File: config.mk
export PLATFORM = sky130hd
export DESIGN_NAME = deep_sleep_timer
export DESIGN_NICKNAME = d
export VERILOG_FILES = /design/src/sleep_timer_pkg.sv /design/src/deep_sleep_timer.sv
export SDC_FILE = /design/constraint.sdc
export NUM_CORES = 1
export LEC_CHECK = 0
export ABC_AREA = 0
export BUFFER_PORTS_ARGS = -buffer_cell sky130_fd_sc_hd__buf_2
export CAP_MARGIN = 10
export CORE_UTILIZATION = 50
export CTS_BUF_LIST = sky130_fd_sc_hd__clkbuf_16
export DETAILED_ROUTE_END_ITERATION = 10
export HOLD_SLACK_MARGIN = 0.02
export PLACE_DENSITY_LB_ADDON = 0.12
export SLEW_MARGIN = 0
export SYNTH_ARGS = -nofsm -noshare
export SYNTH_HDL_FRONTEND = slang
export SYNTH_SLANG_ARGS = --single-unit
File: constraint.sdc
create_clock -name clk_sys -period 10.8 [get_ports clk_sys]
set_input_delay 2.16 -clock clk_sys [delete_from_list [all_inputs] [get_ports clk_sys]]
set_output_delay 2.16 -clock clk_sys [all_outputs]
set_load 0.01 [all_outputs]
File: src/sleep_timer_pkg.sv
// Constants, register map and states of the deep-sleep timer
// How it works
// - Every sleep exit raises wake interrupt first, then sleep-exit interrupt.
// - Wake interrupt rises lead sleep-clock cycles before the timer expires.
// - A too-short lead still wakes; the measured duration simply grows.
// - Wake interrupt falls release sleep-clock cycles before the sleep period ends.
// - External wake holds wake interrupt for width minus release sleep-clock cycles.
// - Setting the external wake request while asleep and before expiry raises wake interrupt at once.
// - Entering sleep moves the 625 us slot reference onto the sleep clock.
// - Radio-off permit shows the sleep clock has taken over; software polls it.
// - After expiry the timer stays asleep until the core is powered up.
// - Expired, clocks on and radio up: leave sleep and raise sleep-exit interrupt.
// - Exchange memory addresses are base plus a 64 kB offset.
// - Sleep clock runs at 32.0 kHz, 32.768 kHz or 10 kHz.
// - External wake request refuses sleep entry even with the disable bit set; that bit suppresses only its wake.
package sleep_timer_pkg;

  // ****************************************************************
  // Register offsets
  // ****************************************************************
  localparam logic [7:0] OFS_SLEEP_CONTROL  = 8'h00;
  localparam logic [7:0] OFS_SLEEP_DURATION = 8'h04;
  localparam logic [7:0] OFS_WAKE_TIMING    = 8'h08;
  localparam logic [7:0] OFS_ACTUAL_SLEEP   = 8'h0c;
  localparam logic [7:0] OFS_IRQ_STATUS     = 8'h10;
  localparam logic [7:0] OFS_IRQ_MASK       = 8'h14;
  localparam logic [7:0] OFS_EXCH_MEM_BASE  = 8'h18;
  localparam logic [7:0] OFS_SLOT_COUNT     = 8'h1c;

  // ****************************************************************
  // Field positions
  // ****************************************************************
  localparam int CTL_SLEEP_ON   = 0;
  localparam int CTL_EXT_DIS    = 1;
  localparam int CTL_EXT_REQ    = 2;
  localparam int CTL_CORE_CLK   = 3;
  localparam int CTL_RADIO_SLP  = 4;
  localparam int CTL_PERMIT     = 8;
  localparam int CTL_RADIO_UP   = 9;
  localparam int CTL_ASLEEP     = 10;
  localparam int TIM_FIELD_W    = 10;
  localparam int TIM_LEAD_LSB   = 0;
  localparam int TIM_REL_LSB    = 10;
  localparam int TIM_EXT_LSB    = 20;
  localparam int IRQ_WAKE       = 0;
  localparam int IRQ_EXIT       = 1;

  // ****************************************************************
  // Reset values and timing
  // ****************************************************************
  localparam logic [31:0] RST_CONTROL = 32'h0000_0008;
  localparam logic [31:0] RST_TIMING  = 32'h0020_0402;
  localparam logic [31:0] RST_EMBASE  = 32'h0000_0000;
  localparam int SLOT_NS      = 625000;
  localparam int CLK_SYS_HZ   = 10000000;
  localparam int CLK_SYS_NS   = 1000000000 / CLK_SYS_HZ;

  typedef enum logic [3:0] {
    ST_ACTIVE = 4'b0001,
    ST_SWITCH = 4'b0010,
    ST_SLEEP  = 4'b0100,
    ST_EXIT   = 4'b1000
  } state_t;

endpackage

File: src/deep_sleep_timer.sv
// Deep-sleep entry and exit timer with a classic Wishbone register slave
//
// Chosen here: the register addresses and the Wishbone register port.
module deep_sleep_timer
  import sleep_timer_pkg::*;
#(
  parameter int SLEEP_CLK_HZ = 32768
) (
  input  wire  logic        clk_sys,
  input  wire  logic        rst_n,
  input  wire  logic        wb_cyc_i,
  input  wire  logic        wb_stb_i,
  input  wire  logic        wb_we_i,
  input  wire  logic [7:0]  wb_adr_i,
  input  wire  logic [3:0]  wb_sel_i,
  input  wire  logic [31:0] wb_dat_i,
  output logic [31:0]       wb_dat_o,
  output logic              wb_ack_o,
  input  wire  logic        sleep_clock,
  input  wire  logic        radio_domain_up,
  input  wire  logic [15:0] em_offset,
  output logic [31:0]       em_addr,
  output logic              wake_irq,
  output logic              sleep_exit_irq,
  output logic              radio_off_permit,
  output logic              core_clk_enable,
  output logic              radio_sleep,
  output logic              slot_tick,
  output logic              irq
);

  // ****************************************************************
  // Elaboration checks and derived constants
  // ****************************************************************
  // Tick period is exact for the 32000 and 10000 Hz sleep clocks and rounds down at 32768 Hz
  if (SLEEP_CLK_HZ != 32000 && SLEEP_CLK_HZ != 32768
      && SLEEP_CLK_HZ != 10000) begin : g_bad_rate
    $error("unsupported sleep clock rate");
  end
  localparam logic [31:0] TICK_NS  = 32'(1000000000 / SLEEP_CLK_HZ);
  localparam logic [31:0] SYS_NS   = 32'(CLK_SYS_NS);
  localparam logic [31:0] SLOT_LIM = 32'(SLOT_NS);

  // ****************************************************************
  // Reset release and pin synchronisers
  // ****************************************************************
  logic       rst_s1_ff, rst_sync_n;
  logic [2:0] sclk_ff;
  logic [1:0] rup_ff;

  always_ff @(posedge clk_sys or negedge rst_n) begin
    if (!rst_n) begin
      rst_s1_ff  <= 1'b0;
      rst_sync_n <= 1'b0;
    end else begin
      rst_s1_ff  <= 1'b1;
      rst_sync_n <= rst_s1_ff;
    end
  end

  // Edge detect reads only the second and third stages
  always_ff @(posedge clk_sys or negedge rst_sync_n) begin
    if (!rst_sync_n) begin
      sclk_ff <= 3'h0;
      rup_ff  <= 2'h0;
    end else begin
      sclk_ff <= {sclk_ff[1:0], sleep_clock};
      rup_ff  <= {rup_ff[0], radio_domain_up};
    end
  end
  wire tick     = sclk_ff[1] & ~sclk_ff[2];
  wire radio_up = rup_ff[1];

  // ****************************************************************
  // Wishbone slave
  // ****************************************************************
  logic [31:0] ctl_ff, dur_ff, tim_ff, act_ff, mask_ff, base_ff, slot_cnt_ff;
  logic [1:0]  stat_ff;
  state_t      state_ff, nxt_state;

  function automatic logic [31:0] merge(input logic [31:0] old, input logic [31:0] dat,
                                        input logic [3:0] sel);
    logic [31:0] m;
    m = {{8{sel[3]}}, {8{sel[2]}}, {8{sel[1]}}, {8{sel[0]}}};
    return (old & ~m) | (dat & m);
  endfunction

  wire wb_req = wb_cyc_i & wb_stb_i;
  wire wr_en  = wb_req & wb_we_i & wb_ack_o;
  wire wr_ctl = wr_en && wb_adr_i == OFS_SLEEP_CONTROL;
  wire wr_dur = wr_en && wb_adr_i == OFS_SLEEP_DURATION;
  wire wr_tim = wr_en && wb_adr_i == OFS_WAKE_TIMING;
  wire wr_sts = wr_en && wb_adr_i == OFS_IRQ_STATUS;
  wire wr_msk = wr_en && wb_adr_i == OFS_IRQ_MASK;
  wire wr_emb = wr_en && wb_adr_i == OFS_EXCH_MEM_BASE;

  wire [31:0] ctl_view = {21'h0, state_ff == ST_SLEEP, radio_up, radio_off_permit,
                          3'h0, ctl_ff[4:0]};
  wire [31:0] rd_data =
    (wb_adr_i == OFS_SLEEP_CONTROL)  ? ctl_view :
    (wb_adr_i == OFS_SLEEP_DURATION) ? dur_ff :
    (wb_adr_i == OFS_WAKE_TIMING)    ? tim_ff :
    (wb_adr_i == OFS_ACTUAL_SLEEP)   ? act_ff :
    (wb_adr_i == OFS_IRQ_STATUS)     ? {30'h0, stat_ff} :
    (wb_adr_i == OFS_IRQ_MASK)       ? mask_ff :
    (wb_adr_i == OFS_EXCH_MEM_BASE)  ? base_ff :
    (wb_adr_i == OFS_SLOT_COUNT)     ? slot_cnt_ff : 32'h0;

  always_ff @(posedge clk_sys or negedge rst_sync_n) begin
    if (!rst_sync_n) begin
      wb_ack_o <= 1'b0;
      wb_dat_o <= 32'h0;
    end else begin
      wb_ack_o <= wb_req & ~wb_ack_o;
      wb_dat_o <= rd_data;
    end
  end

  // ****************************************************************
  // Sleep timer fields
  // ****************************************************************
  wire [31:0] lead    = 32'(tim_ff[TIM_LEAD_LSB +: TIM_FIELD_W]);
  wire [31:0] release_c = 32'(tim_ff[TIM_REL_LSB +: TIM_FIELD_W]);
  wire [31:0] ext_w   = 32'(tim_ff[TIM_EXT_LSB +: TIM_FIELD_W]);
  wire [31:0] ext_hold = (ext_w > release_c) ? ext_w - release_c : 32'h1;

  logic [31:0] cnt_ff, hold_ff, slot_acc_ff;
  logic        expired_ff, wake_seen_ff, ext_hold_on_ff, wake_seen_q;

  wire asleep    = state_ff != ST_ACTIVE;
  wire ext_req   = ctl_ff[CTL_EXT_REQ] & ~ctl_ff[CTL_EXT_DIS];
  // Request bit acts only once asleep and before expiry; written while still awake it only refuses entry and raises no IRQ
  wire ext_event = asleep & ext_req & ~expired_ff & ~ext_hold_on_ff;
  // A request written together with the enter bit refuses entry as well
  wire enter     = wr_ctl & wb_dat_i[CTL_SLEEP_ON] & wb_sel_i[0] & ~wb_dat_i[CTL_EXT_REQ]
                 & ~ctl_ff[CTL_EXT_REQ] & (state_ff == ST_ACTIVE);
  wire [31:0] cnt_nxt = cnt_ff + 32'h1;
  wire        exp_now = cnt_nxt >= dur_ff;
  wire [31:0] remain  = exp_now ? 32'h0 : dur_ff - cnt_nxt;
  wire core_ready = ctl_ff[CTL_CORE_CLK] & radio_up & ~ctl_ff[CTL_RADIO_SLP];
  wire do_exit    = (state_ff == ST_EXIT) & core_ready & wake_seen_ff & ~wake_irq;

  // ****************************************************************
  // Sequence
  // ****************************************************************
  always_comb begin
    nxt_state = state_ff;
    case (state_ff)
      ST_ACTIVE: if (enter) nxt_state = ST_SWITCH;
      ST_SWITCH: if (tick) nxt_state = ST_SLEEP;
      ST_SLEEP:  if (expired_ff) nxt_state = ST_EXIT;
      ST_EXIT:   if (do_exit) nxt_state = ST_ACTIVE;
      default:   nxt_state = ST_ACTIVE;
    endcase
  end

  always_ff @(posedge clk_sys or negedge rst_sync_n) begin
    if (!rst_sync_n) begin
      state_ff         <= ST_ACTIVE;
      cnt_ff           <= 32'h0;
      expired_ff       <= 1'b0;
      wake_irq         <= 1'b0;
      wake_seen_ff     <= 1'b0;
      ext_hold_on_ff   <= 1'b0;
      hold_ff          <= 32'h0;
      act_ff           <= 32'h0;
      sleep_exit_irq   <= 1'b0;
      radio_off_permit <= 1'b0;
    end else begin
      state_ff       <= nxt_state;
      sleep_exit_irq <= do_exit;
      if (enter) begin
        cnt_ff         <= 32'h0;
        expired_ff     <= 1'b0;
        wake_seen_ff   <= 1'b0;
        ext_hold_on_ff <= 1'b0;
      end else if (ext_event) begin
        wake_irq       <= 1'b1;
        wake_seen_ff   <= 1'b1;
        ext_hold_on_ff <= 1'b1;
        expired_ff     <= 1'b1;
        hold_ff        <= ext_hold;
      end else if (tick && (state_ff == ST_SLEEP || state_ff == ST_EXIT)) begin
        cnt_ff <= cnt_nxt;
        if (ext_hold_on_ff) begin
          hold_ff <= hold_ff - 32'h1;
          if (hold_ff <= 32'h1) wake_irq <= 1'b0;
        end else if (!expired_ff) begin
          expired_ff <= exp_now;
          if (remain <= release_c) wake_irq <= 1'b0;
          else if (remain <= lead) begin
            wake_irq     <= 1'b1;
            wake_seen_ff <= 1'b1;
          end
        end else if (!wake_seen_ff) begin
          // Lead too short for the release window: wake one tick late, sleep runs long
          wake_irq     <= 1'b1;
          wake_seen_ff <= 1'b1;
        end else begin
          // Late wake lasts one tick; exit waits for it to fall
          wake_irq <= 1'b0;
        end
      end
      if (do_exit) act_ff <= cnt_ff;
      if (state_ff == ST_SWITCH && tick) radio_off_permit <= 1'b1;
      else if (do_exit) radio_off_permit <= 1'b0;
    end
  end

  // ****************************************************************
  // Control registers, interrupts, exchange memory
  // ****************************************************************
  always_ff @(posedge clk_sys or negedge rst_sync_n) begin
    if (!rst_sync_n) begin
      ctl_ff  <= RST_CONTROL;
      dur_ff  <= 32'h0;
      tim_ff  <= RST_TIMING;
      mask_ff <= 32'h0;
      base_ff <= RST_EMBASE;
      stat_ff <= 2'h0;
    end else begin
      if (wr_ctl) ctl_ff <= merge(ctl_ff, wb_dat_i, wb_sel_i) & 32'h0000_001e;
      if (enter) ctl_ff[CTL_SLEEP_ON] <= 1'b1;
      else if (do_exit) begin
        ctl_ff[CTL_SLEEP_ON] <= 1'b0;
        ctl_ff[CTL_EXT_REQ]  <= 1'b0;
      end
      if (wr_dur) dur_ff <= merge(dur_ff, wb_dat_i, wb_sel_i);
      if (wr_tim) tim_ff <= merge(tim_ff, wb_dat_i, wb_sel_i) & 32'h3fff_ffff;
      if (wr_msk) mask_ff <= merge(mask_ff, wb_dat_i, wb_sel_i) & 32'h0000_0003;
      if (wr_emb) base_ff <= merge(base_ff, wb_dat_i, wb_sel_i);
      // Hardware set wins over a same-cycle write-one clear
      stat_ff[IRQ_WAKE] <= (wake_irq & ~wake_seen_q) |
                           (stat_ff[IRQ_WAKE] & ~(wr_sts & wb_sel_i[0] & wb_dat_i[IRQ_WAKE]));
      stat_ff[IRQ_EXIT] <= do_exit |
                           (stat_ff[IRQ_EXIT] & ~(wr_sts & wb_sel_i[0] & wb_dat_i[IRQ_EXIT]));
    end
  end

  always_ff @(posedge clk_sys or negedge rst_sync_n) begin
    if (!rst_sync_n) begin
      wake_seen_q <= 1'b0;
      em_addr     <= 32'h0;
    end else begin
      wake_seen_q <= wake_irq;
      em_addr     <= base_ff + {16'h0, em_offset};
    end
  end

  assign irq             = |(stat_ff & mask_ff[1:0]);
  assign core_clk_enable = ctl_ff[CTL_CORE_CLK];
  assign radio_sleep     = ctl_ff[CTL_RADIO_SLP];

  // ****************************************************************
  // Slot reference, seamless across the clock handover
  // ****************************************************************
  wire [31:0] slot_add = asleep ? (tick ? TICK_NS : 32'h0) : SYS_NS;
  wire [31:0] slot_sum = slot_acc_ff + slot_add;
  wire        slot_hit = slot_sum >= SLOT_LIM;

  always_ff @(posedge clk_sys or negedge rst_sync_n) begin
    if (!rst_sync_n) begin
      slot_acc_ff <= 32'h0;
      slot_cnt_ff <= 32'h0;
      slot_tick   <= 1'b0;
    end else begin
      slot_acc_ff <= slot_hit ? slot_sum - SLOT_LIM : slot_sum;
      slot_cnt_ff <= slot_cnt_ff + {31'h0, slot_hit};
      slot_tick   <= slot_hit;
    end
  end
endmodule // deep_sleep_timer

# Word level (Yosys, flattened, before mapping)
# Index checks and enable logic that the tools add are counted.
# Widths: inputs -> output; s select.
[op_classes]
reduce_logical = 26
magnitude_cmp = 6
add_sub_neg = 8
n_eq_ne = 20
bitwise_logic = 53
mux = 52
[ops]
columns = ["cell", "count"]
rows = [
  ["$mux 32", 17],
  ["$and 32x32->32", 3],
  ["$le 32x10->1", 2],
  ["$or 32x32->32", 2],
  ["$add 32x1->32", 1],
  ["$add 32x1->32 const B", 1],
  ["$add 32x15->32", 1],
  ["$add 32x16->32", 1],
  ["$eq 8x5->1 const B", 4],
  ["$ge 32x20->1 const B", 1],
  ["$ge 32x32->1", 1],
  ["$le 32x1->1 const B", 1],
  ["$not 32->32", 1],
  ["$sub 32x1->32 const B", 1],
  ["$sub 32x20->32 const B", 1],
  ["$sub 32x32->32", 1],
  ["$and 30x30->30", 1],
  ["$mux 15", 2],
  ["$or 30x30->30", 1],
  ["$mux 1", 27],
  ["$and 1x1->1", 25],
  ["$eq 8x4->1 const B", 2],
  ["$mux 4", 4],
  ["$pmux 4 s4", 1],
  ["other kinds (30)", 63],
]
[totals]
word_cells = 194
ff_bits = 347
out_inout_bits = 72

# Logic depth before layout (Yosys ltp)
# Gate-level depths: netlist (run 1).
[depth]
ltp_word = 11
mapped_depth = 37
ltp_nobuf = 33

# Worst setup path after synthesis (run 1)
# Ideal clock, no wire load.
[synth_path]
kind = "register -> register"
startpoint = "reg cnt_ff[0]"
endpoint = "reg wake_irq"
path_stages_with_launch = 38
slack_ns = 3.852
period_less_slack_ns = 6.948
arrival_time_ns = 6.848
t_required_ns = 10.699
setup_time_ns = 0.101
path_cell_list = "dfrtp_1 ha_1 and3_1 and3_1 clkbuf_1 nand2_1 nor2_1 and4_1 and3_1 and3_1 and2_1 clkbuf_1 nand2_1 xor2_1 ha_1 clkbuf_1 and4_1 nand2_1 (+2 left out) nor2_1 inv_1 nand2_1 clkbuf_1 nor2_1 ha_1 a21o_1 a21oi_1 nor2b_1 o21ai_0 nand2b_1 a21oi_1 o211ai_1 o21ai_0 a21oi_1 and2_1 o21a_1 o32ai_1"
[synth_between]
elab_chain_cells = 9
[synth_lines]
columns = ["element", "line", "source"]
rows = [
  ["from (decl)", "deep_sleep_timer.sv:127", "logic [31:0] cnt_ff, hold_ff, slot_acc_ff;"],
  ["from (signal assigned)", "deep_sleep_timer.sv:184", "cnt_ff <= cnt_nxt;"],
  ["$add 32x1->32 *", "deep_sleep_timer.sv:137", "wire [31:0] cnt_nxt = cnt_ff + 32'h1;"],
  ["$sub 32x32->32 / $ge 32x32->1 (equally long branches)", "deep_sleep_timer.sv:139, deep_sleep_timer.sv:138", ""],
  ["$mux 32 *", "deep_sleep_timer.sv:139", "wire [31:0] remain = exp_now ? 32'h0 : dur_ff - cnt_nxt;"],
  ["$le 32x10->1", "deep_sleep_timer.sv:190", "if (remain <= release_c) wake_irq <= 1'b0;"],
  ["$mux 1", "deep_sleep_timer.sv:190", ""],
  ["$mux 1", "deep_sleep_timer.sv:188", "end else if (!expired_ff) begin"],
  ["$mux 1", "deep_sleep_timer.sv:185", "if (ext_hold_on_ff) begin"],
  ["$mux 1", "deep_sleep_timer.sv:183", "end else if (tick && (state_ff == ST_SLEEP || state_ff == ST_EXIT)) begin"],
  ["$mux 1", "deep_sleep_timer.sv:177", "end else if (ext_event) begin"],
  ["to (signal assigned)", "deep_sleep_timer.sv:178", "wake_irq <= 1'b1;"],
  ["to (signal assigned)", "deep_sleep_timer.sv:187", "if (hold_ff <= 32'h1) wake_irq <= 1'b0;"],
  ["to (signal assigned)", "deep_sleep_timer.sv:190", ""],
  ["to (decl)", "deep_sleep_timer.sv:23", "output logic wake_irq,"],
]
# Every way passes the cells marked *; elsewhere a longest branch is shown, timed or not. The select of a mux whose other input is x is not followed.
# A chain may end at the register's enable or synchronous reset.

# Worst setup path in the final report (run 1)
# Ends and elaborated chain as after synthesis.

==> results.py, run 1 <==
metrics = {
    "run_status": {
        "run_status": "finished, final reports clean",
    },
    "clocking": {
        "clkTransAtPathRegs_ns": 0.07,
        "cts_root_buf": "clkbuf_16",
        "cts-buffers-inserted": 39,
        "post_cts_buffers": 0,
        "clockBufferDepth": 3,
        "ctsHoldBuffers": 0,
        "cts_tree": "built",
        "clk_latency_ns": 0.57,
        "clock_sinks": 347,
        "cts_resized": 0,
        "h-tree-depth": 2,
    },
    "timing": {
        "tightest_slew_ns": 1.21,
        "fmax_mhz": 132,
        "setup_tns_ns": 0,
        "hold_violations": 0,
        "period_minus_slack_ns": 7.60,
        "slew_viol_final": 0,
        "skew_ns": 0.0224,
        "maxSlewHeadroom_pct": 19.2,
        "worst_slack_ns": 3.20,
        "hold_slack_ns": 0.346,
        "post-route-period-util_pct": 70.4,
        "rsz0062_at_grt": "no",
        "finalSetupViolations": 0,
    },
    "setup_path": {
        "critPathKind": "reg2reg",
        "crit_fanout": 11,
        "critPathBufInv": 1,
        "rrSetupSlack_ns": 3.20,
        "max_stage_delay_ns": 0.56,
        "crit_required_ns": 11.26,
        "cp_top_family": "simple AND/OR/NAND/NOR gates",
        "worst_setup_path_end_kind": "flip-flop",
        "cp.arrival_ns": 8.06,
        "setup.worst_path.start_class": "flip-flop",
        "worst_r2r_path_depth": 33,
        "worstReg2RegStart": "cnt_ff[0]$_DFFE_PN0P_",
        "worstReg2RegEnd": "wake_irq$_DFFE_PN0P_",
        "slowest_stage": "or4_1",
    },
    "pwr": {
        "p_per_area_mw_per_mm2": 166,
        "leakage_uw": 0.0110,
        "vdd_drop_max_v": 0.000151,
    },
    "synth": {
        "syn_nets": 2420,
        "synth.distinct_cells": 92,
        "synth_edf_count": 0,
        "synthFlopType": "dfrtp_1",
        "syn-cell-area_mm2": 0.0208,
        "synth_top_area_share_pct": 41.2,
        "yosysWarningCount": 0,
        "synth_area_leaders": "dfrtp_1 (41%), mux2_2 (5.6%), ha_1 (5.6%)",
        "yosysTopAreaCell": "dfrtp_1",
        "ys_ff_latch": 347,
        "async_flop_share_pct": 100,
        "synthCells": 2257,
        "avgSynthCellArea_um2": 9.21,
        "ys_seq_area_share_pct": 41.8,
    },
    "routing": {
        "num_vias": 17700,
        "ant_nets": 0,
        "dr.pass1.iters": 6,
        "wl_per_cell_um": 20.4,
        "viasPerCell": 6.05,
        "wl_mm": 59.6,
        "drc": 0,
        "drtIter0Drc": 1315,
    },
    "placement": {
        "dpl_worst_slack_ns": 3.27,
        "place.gp.congestion": 0.938,
        "place_inst": 2857,
        "dp_hpwl_mm": 43.8,
        "portBuffers": 138,
    },
    "worst_hold_path": {
        "min_to": "rup_ff[1]$_DFF_PN0_",
        "hp-class": "reg2reg",
        "hp-start": "rup_ff[0]$_DFF_PN0_",
        "min_path_cells": 0,
    },
    "floorplan": {
        "dieHeight_um": 206,
        "die-width_um": 206,
        "die_area_mm2": 0.0424,
        "coreArea_mm2": 0.0409,
        "ios": 139,
        "start_util_pct": 50.8,
        "fp-row-count": 74,
    },
    "final_layout": {
        "nets": 2529,
        "final_common_cell": "dfrtp_1",
        "synthToLayoutAreaGrowth_pct": 11.1,
        "fillerInstances": 3705,
        "drive_above_1_share_pct": 14.9,
        "num_antenna_cells": 0,
        "fin_cells": 2927,
        "mostFrequentLayoutCells": "dfrtp_1 (341), nand2_1 (281), nor2_1 (169)",
    },
    "global_route": {
        "grt_max_degree": 84,
        "grt-ovfl-total": 0,
        "grt_pass1_vias": 17100,
        "grt_usage_pct": 28.6,
        "antenna_found_initial": 1,
        "grt_pass1_wl_mm": 95.0,
    },
    "flow_run": {
        "maxCapViolCount": 0,
    },
}
## per-stage QoR
stage / cell area (µm²) / util (%) / total power [µW]
after floorplan: 20800 / - / 2360
final: 23100 / 56.4 / 3830
after CTS: 23100 / 56.4 / 3840
after global routing: 23100 / 56.4 / 4040
after detailed placement: 22000 / 53.7 / 2620
after global placement: 22000 / 53.7 / 2610
## worst max path at each step
stage	end	cells past startpoint	slack, ns	start
final	wake_irq$_DFFE_PN0P_	33	3.20	cnt_ff[0]$_DFFE_PN0P_
after global routing	wake_irq$_DFFE_PN0P_	33	2.54	cnt_ff[0]$_DFFE_PN0P_
after CTS	wake_irq$_DFFE_PN0P_	33	3.28	cnt_ff[0]$_DFFE_PN0P_
after detailed placement	wake_irq$_DFFE_PN0P_	33	3.27	cnt_ff[0]$_DFFE_PN0P_
after global placement	wake_irq$_DFFE_PN0P_	33	3.51	cnt_ff[0]$_DFFE_PN0P_
after floorplan	asynchronous set/reset pin	0	0.42	rst_sync_n$_DFF_PN0_
## synthesized netlist by cell type, drive strengths merged (32+ instances only)
cell,n
dfrtp,342
nand2,281
nor2,173
a21oi,159
o21ai,134
mux2,105
xnor2,95
ha,93
inv,81
clkbuf,77
nand3,65
xor2,58
nor3,52
and3,36
a22oi,34
nand4,32
## cells by family after synthesis
logic type,synth area share [%]
buffers and inverters,3.12
adders and majority gates,5.98
and+or+nand+nor,18.4
muxes,6.17
AOI/OAI and AO/OA,18.0
xor gates and xnor gates,6.55
other,0.0180
DFF,41.8
## layer usage
| layer | track usage (%) | part of all wire (%) | up-vias |
|---|---|---|---|
| li1 | - | - | 8411 |
| met1 | 40.2 | 46 | 8676 |
| met2 | 45.2 | 46 | 546 |
| met3 | 4.65 | 5.9 | 87 |
| met4 | 9.03 | 2.7 | 0 |
| met5 | 0 | 0 | - |
## cell type report
class,instances,area [µm²],share of cell area [%]
Multi-Input combinational cell,1741,11500,49.7
Sequential cell,347,8690,37.6
Clock buffer,39,976,4.23
Timing Repair Buffer,156,826,3.58
Tap cell,532,666,2.88
Inverter,81,304,1.32
Clock inverter,31,160,0.693
## worst reg2reg max path, delay by kind of cell, from the launching register on
kind	cells	cell delay [ns]
AO/OA/AOI/OAI	9	1.50
XOR/XNOR	1	0.17
adder cells (fa/ha/maj)	3	1.01
buffers and inverters	1	0.07
flip-flops	1	0.42
AND/OR/NAND/NOR	19	4.35
## where the power goes
part | leakage (µW) | total [µW] | internal, µW | switching [µW]
logic | 0.00575 | 1120 | 444 | 675
clock network | 0.000603 | 1200 | 658 | 545
registers | 0.00463 | 1510 | 1400 | 109
total | 0.0110 | 3830 | 2500 | 1330
No activity file was read; power rests on OpenSTA's default activity.
==> run 2, diff against run 1 <==
clock period = 6.5 ns   (was 10.8 ns; I/O delays follow)
==> results.py, run 2 (same netlist as run 1, synthesis figures left out) <==
metrics = {
    "clocking": {
        "h-tree-depth": 2,
        "clk_latency_ns": 0.58,
        "clockBufferDepth": 3,
        "cts_root_buf": "clkbuf_16",
        "cts-buffers-inserted": 40,
        "clkTransAtPathRegs_ns": 0.06,
        "clock_sinks": 347,
        "cts_tree": "built",
    },
    "routing": {
        "num_vias": 17900,
        "dr.pass1.iters": 7,
        "wl_per_cell_um": 20.2,
        "wl_mm": 60.4,
        "viasPerCell": 6.00,
        "drc": 0,
        "drtIter0Drc": 1238,
        "ant_nets": 0,
    },
    "global_route": {
        "antenna_found_initial": 0,
        "grt-ovfl-total": 0,
        "grt_usage_pct": 28.7,
        "grt_pass1_wl_mm": 95.0,
        "grt_max_degree": 179,
        "grt_pass1_vias": 17400,
    },
    "placement": {
        "portBuffers": 138,
        "place.gp.congestion": 0.913,
        "dp_hpwl_mm": 44.6,
        "place_inst": 2904,
        "placed_area_mm2": 0.0224,
    },
    "setup_path": {
        "max_stage_delay_ns": 0.57,
        "cp.arrival_ns": 6.74,
        "critPathKind": "reg2reg",
        "worst_setup_path_end_kind": "flip-flop",
        "slowest_stage": "or4_4",
        "crit_required_ns": 6.94,
        "crit_fanout": 4,
        "setup.worst_path.start_class": "flip-flop",
        "path_common_cell": "and3_4",
    },
    "timing": {
        "post-route-period-util_pct": 97.0,
        "hold_violations": 0,
        "slew_viol_final": 0,
        "skew_ns": 0.0325,
        "tightest_slew_ns": 1.18,
        "rsz0062_at_grt": "yes",
        "maxSlewHeadroom_pct": 20.8,
        "hold_slack_ns": 0.350,
        "fmax_mhz": 159,
        "period_minus_slack_ns": 6.30,
        "finalSetupViolations": 0,
    },
    "final_layout": {
        "synthToLayoutAreaGrowth_pct": 14.4,
        "drive_above_1_share_pct": 18.0,
        "final_common_cell": "dfrtp_1",
        "mostFrequentLayoutCells": "dfrtp_1 (341), nand2_1 (279), nor2_1 (163)",
        "nets": 2585,
        "final_area_mm2": 0.0238,
        "fillerInstances": 3688,
        "num_antenna_cells": 0,
        "fin_cells": 2983,
    },
    "pwr": {
        "p_per_area_mw_per_mm2": 279,
        "total_power_uw": 6650,
        "leakage_uw": 0.0113,
        "vdd_drop_max_v": 0.000278,
    },
    "run_status": {
        "run_status": "finished, final reports clean",
    },
    "floorplan": {
        "die_area_mm2": 0.0424,
        "dieHeight_um": 206,
        "start_util_pct": 50.8,
        "die-width_um": 206,
        "fp-row-count": 74,
        "ios": 139,
        "coreArea_mm2": 0.0409,
    },
    "flow_run": {
        "maxCapViolCount": 0,
    },
    "worst_hold_path": {
        "hp-class": "reg2reg",
    },
}
[run 2: cell count changes in the layout (fill, tap and decap cells not counted), sizes merged]
| cell | before | now |
|---|---|---|
| clkinv | 17 | 10 |
| buf | 156 | 211 |
| bufinv | 0 | 3 |
| clkbuf | 39 | 41 |
| inv | 93 | 96 |
[run 2: final cells by class]
class	instances	area, µm²	area share [%]
tap	532	666	2.80
sequential	347	8690	36.6
timing repair buffer	211	1260	5.31
inverter	81	304	1.28
clock buffer	41	1030	4.31
clock inverter	30	250	1.05
multi-input combinational	1741	11600	48.7
[run 2: path summary, 6_finish.rpt]
check	from	endpoint	slack (ns)	cells past startpoint
min reg2reg	rst_s1_ff$_DFF_PN0_	rst_sync_n$_DFF_PN0_	0.35	0
min in group asynchronous	rst_sync_n$_DFF_PN0_	em_addr[8]$_DFF_PN0_	0.36	0
max in group asynchronous	rst_sync_n$_DFF_PN0_	asynchronous set/reset pin	4.64	1
max	cnt_ff[0]$_DFFE_PN0P_	wake_irq$_DFFE_PN0P_	0.20	33
max reg2reg	cnt_ff[0]$_DFFE_PN0P_	wake_irq$_DFFE_PN0P_	0.20	33
min	rst_s1_ff$_DFF_PN0_	rst_sync_n$_DFF_PN0_	0.35	0
[run 2: repair_timing]
item,in CTS,in global routing
hold buffers,0,0
pin swaps,0,13
hold endpoints to repair,0,0
buffers inserted,1,7
resized for setup,5,26
setup endpoints to repair,2,10
[run 2: power by group]
part | leakage [µW] | internal, µW | switching (µW)
Sequential | 0.00463 | 2330 | 174
Clock | 0.000657 | 1270 | 946
Combinational | 0.00605 | 801 | 1120
Total | 0.0113 | 4410 | 2240
[run 2: critical path, delay by kind of cell, from the launching register on]
kind / cells / cell delay, ns
simple gates: 19 / 3.55
compound gates: 8 / 1.05
fa+ha+maj: 3 / 0.79
flops: 1 / 0.35
buf+inv: 2 / 0.23
xor+xnor: 1 / 0.16
[run 2: layer usage]
metal / track usage [%] / vias to the layer above / wire length, µm
met3: 4.51 / 108 / 2780
li1: - / 8512 / -
met1: 38.7 / 8815 / 27500
met4: 10.1 / 0 / 1970
met5: 0 / - / 0
met2: 47.0 / 455 / 28200
[run 2: metrics by stage]
| stage | setup TNS [ns] | worst slack, ns | util [%] |
|---|---|---|---|
| 2_1_floorplan | 0 | 0.00686 | - |
| 3_3_place_gp | 0 | 0.0581 | 54.6 |
| 4_1_cts | 0 | 0.00575 | 57.8 |
| 6_report | 0 | 0.198 | 58.1 |
| 3_5_place_dp | -0.188 | -0.153 | 54.6 |
| 5_1_grt | -0.293 | -0.160 | 58.1 |
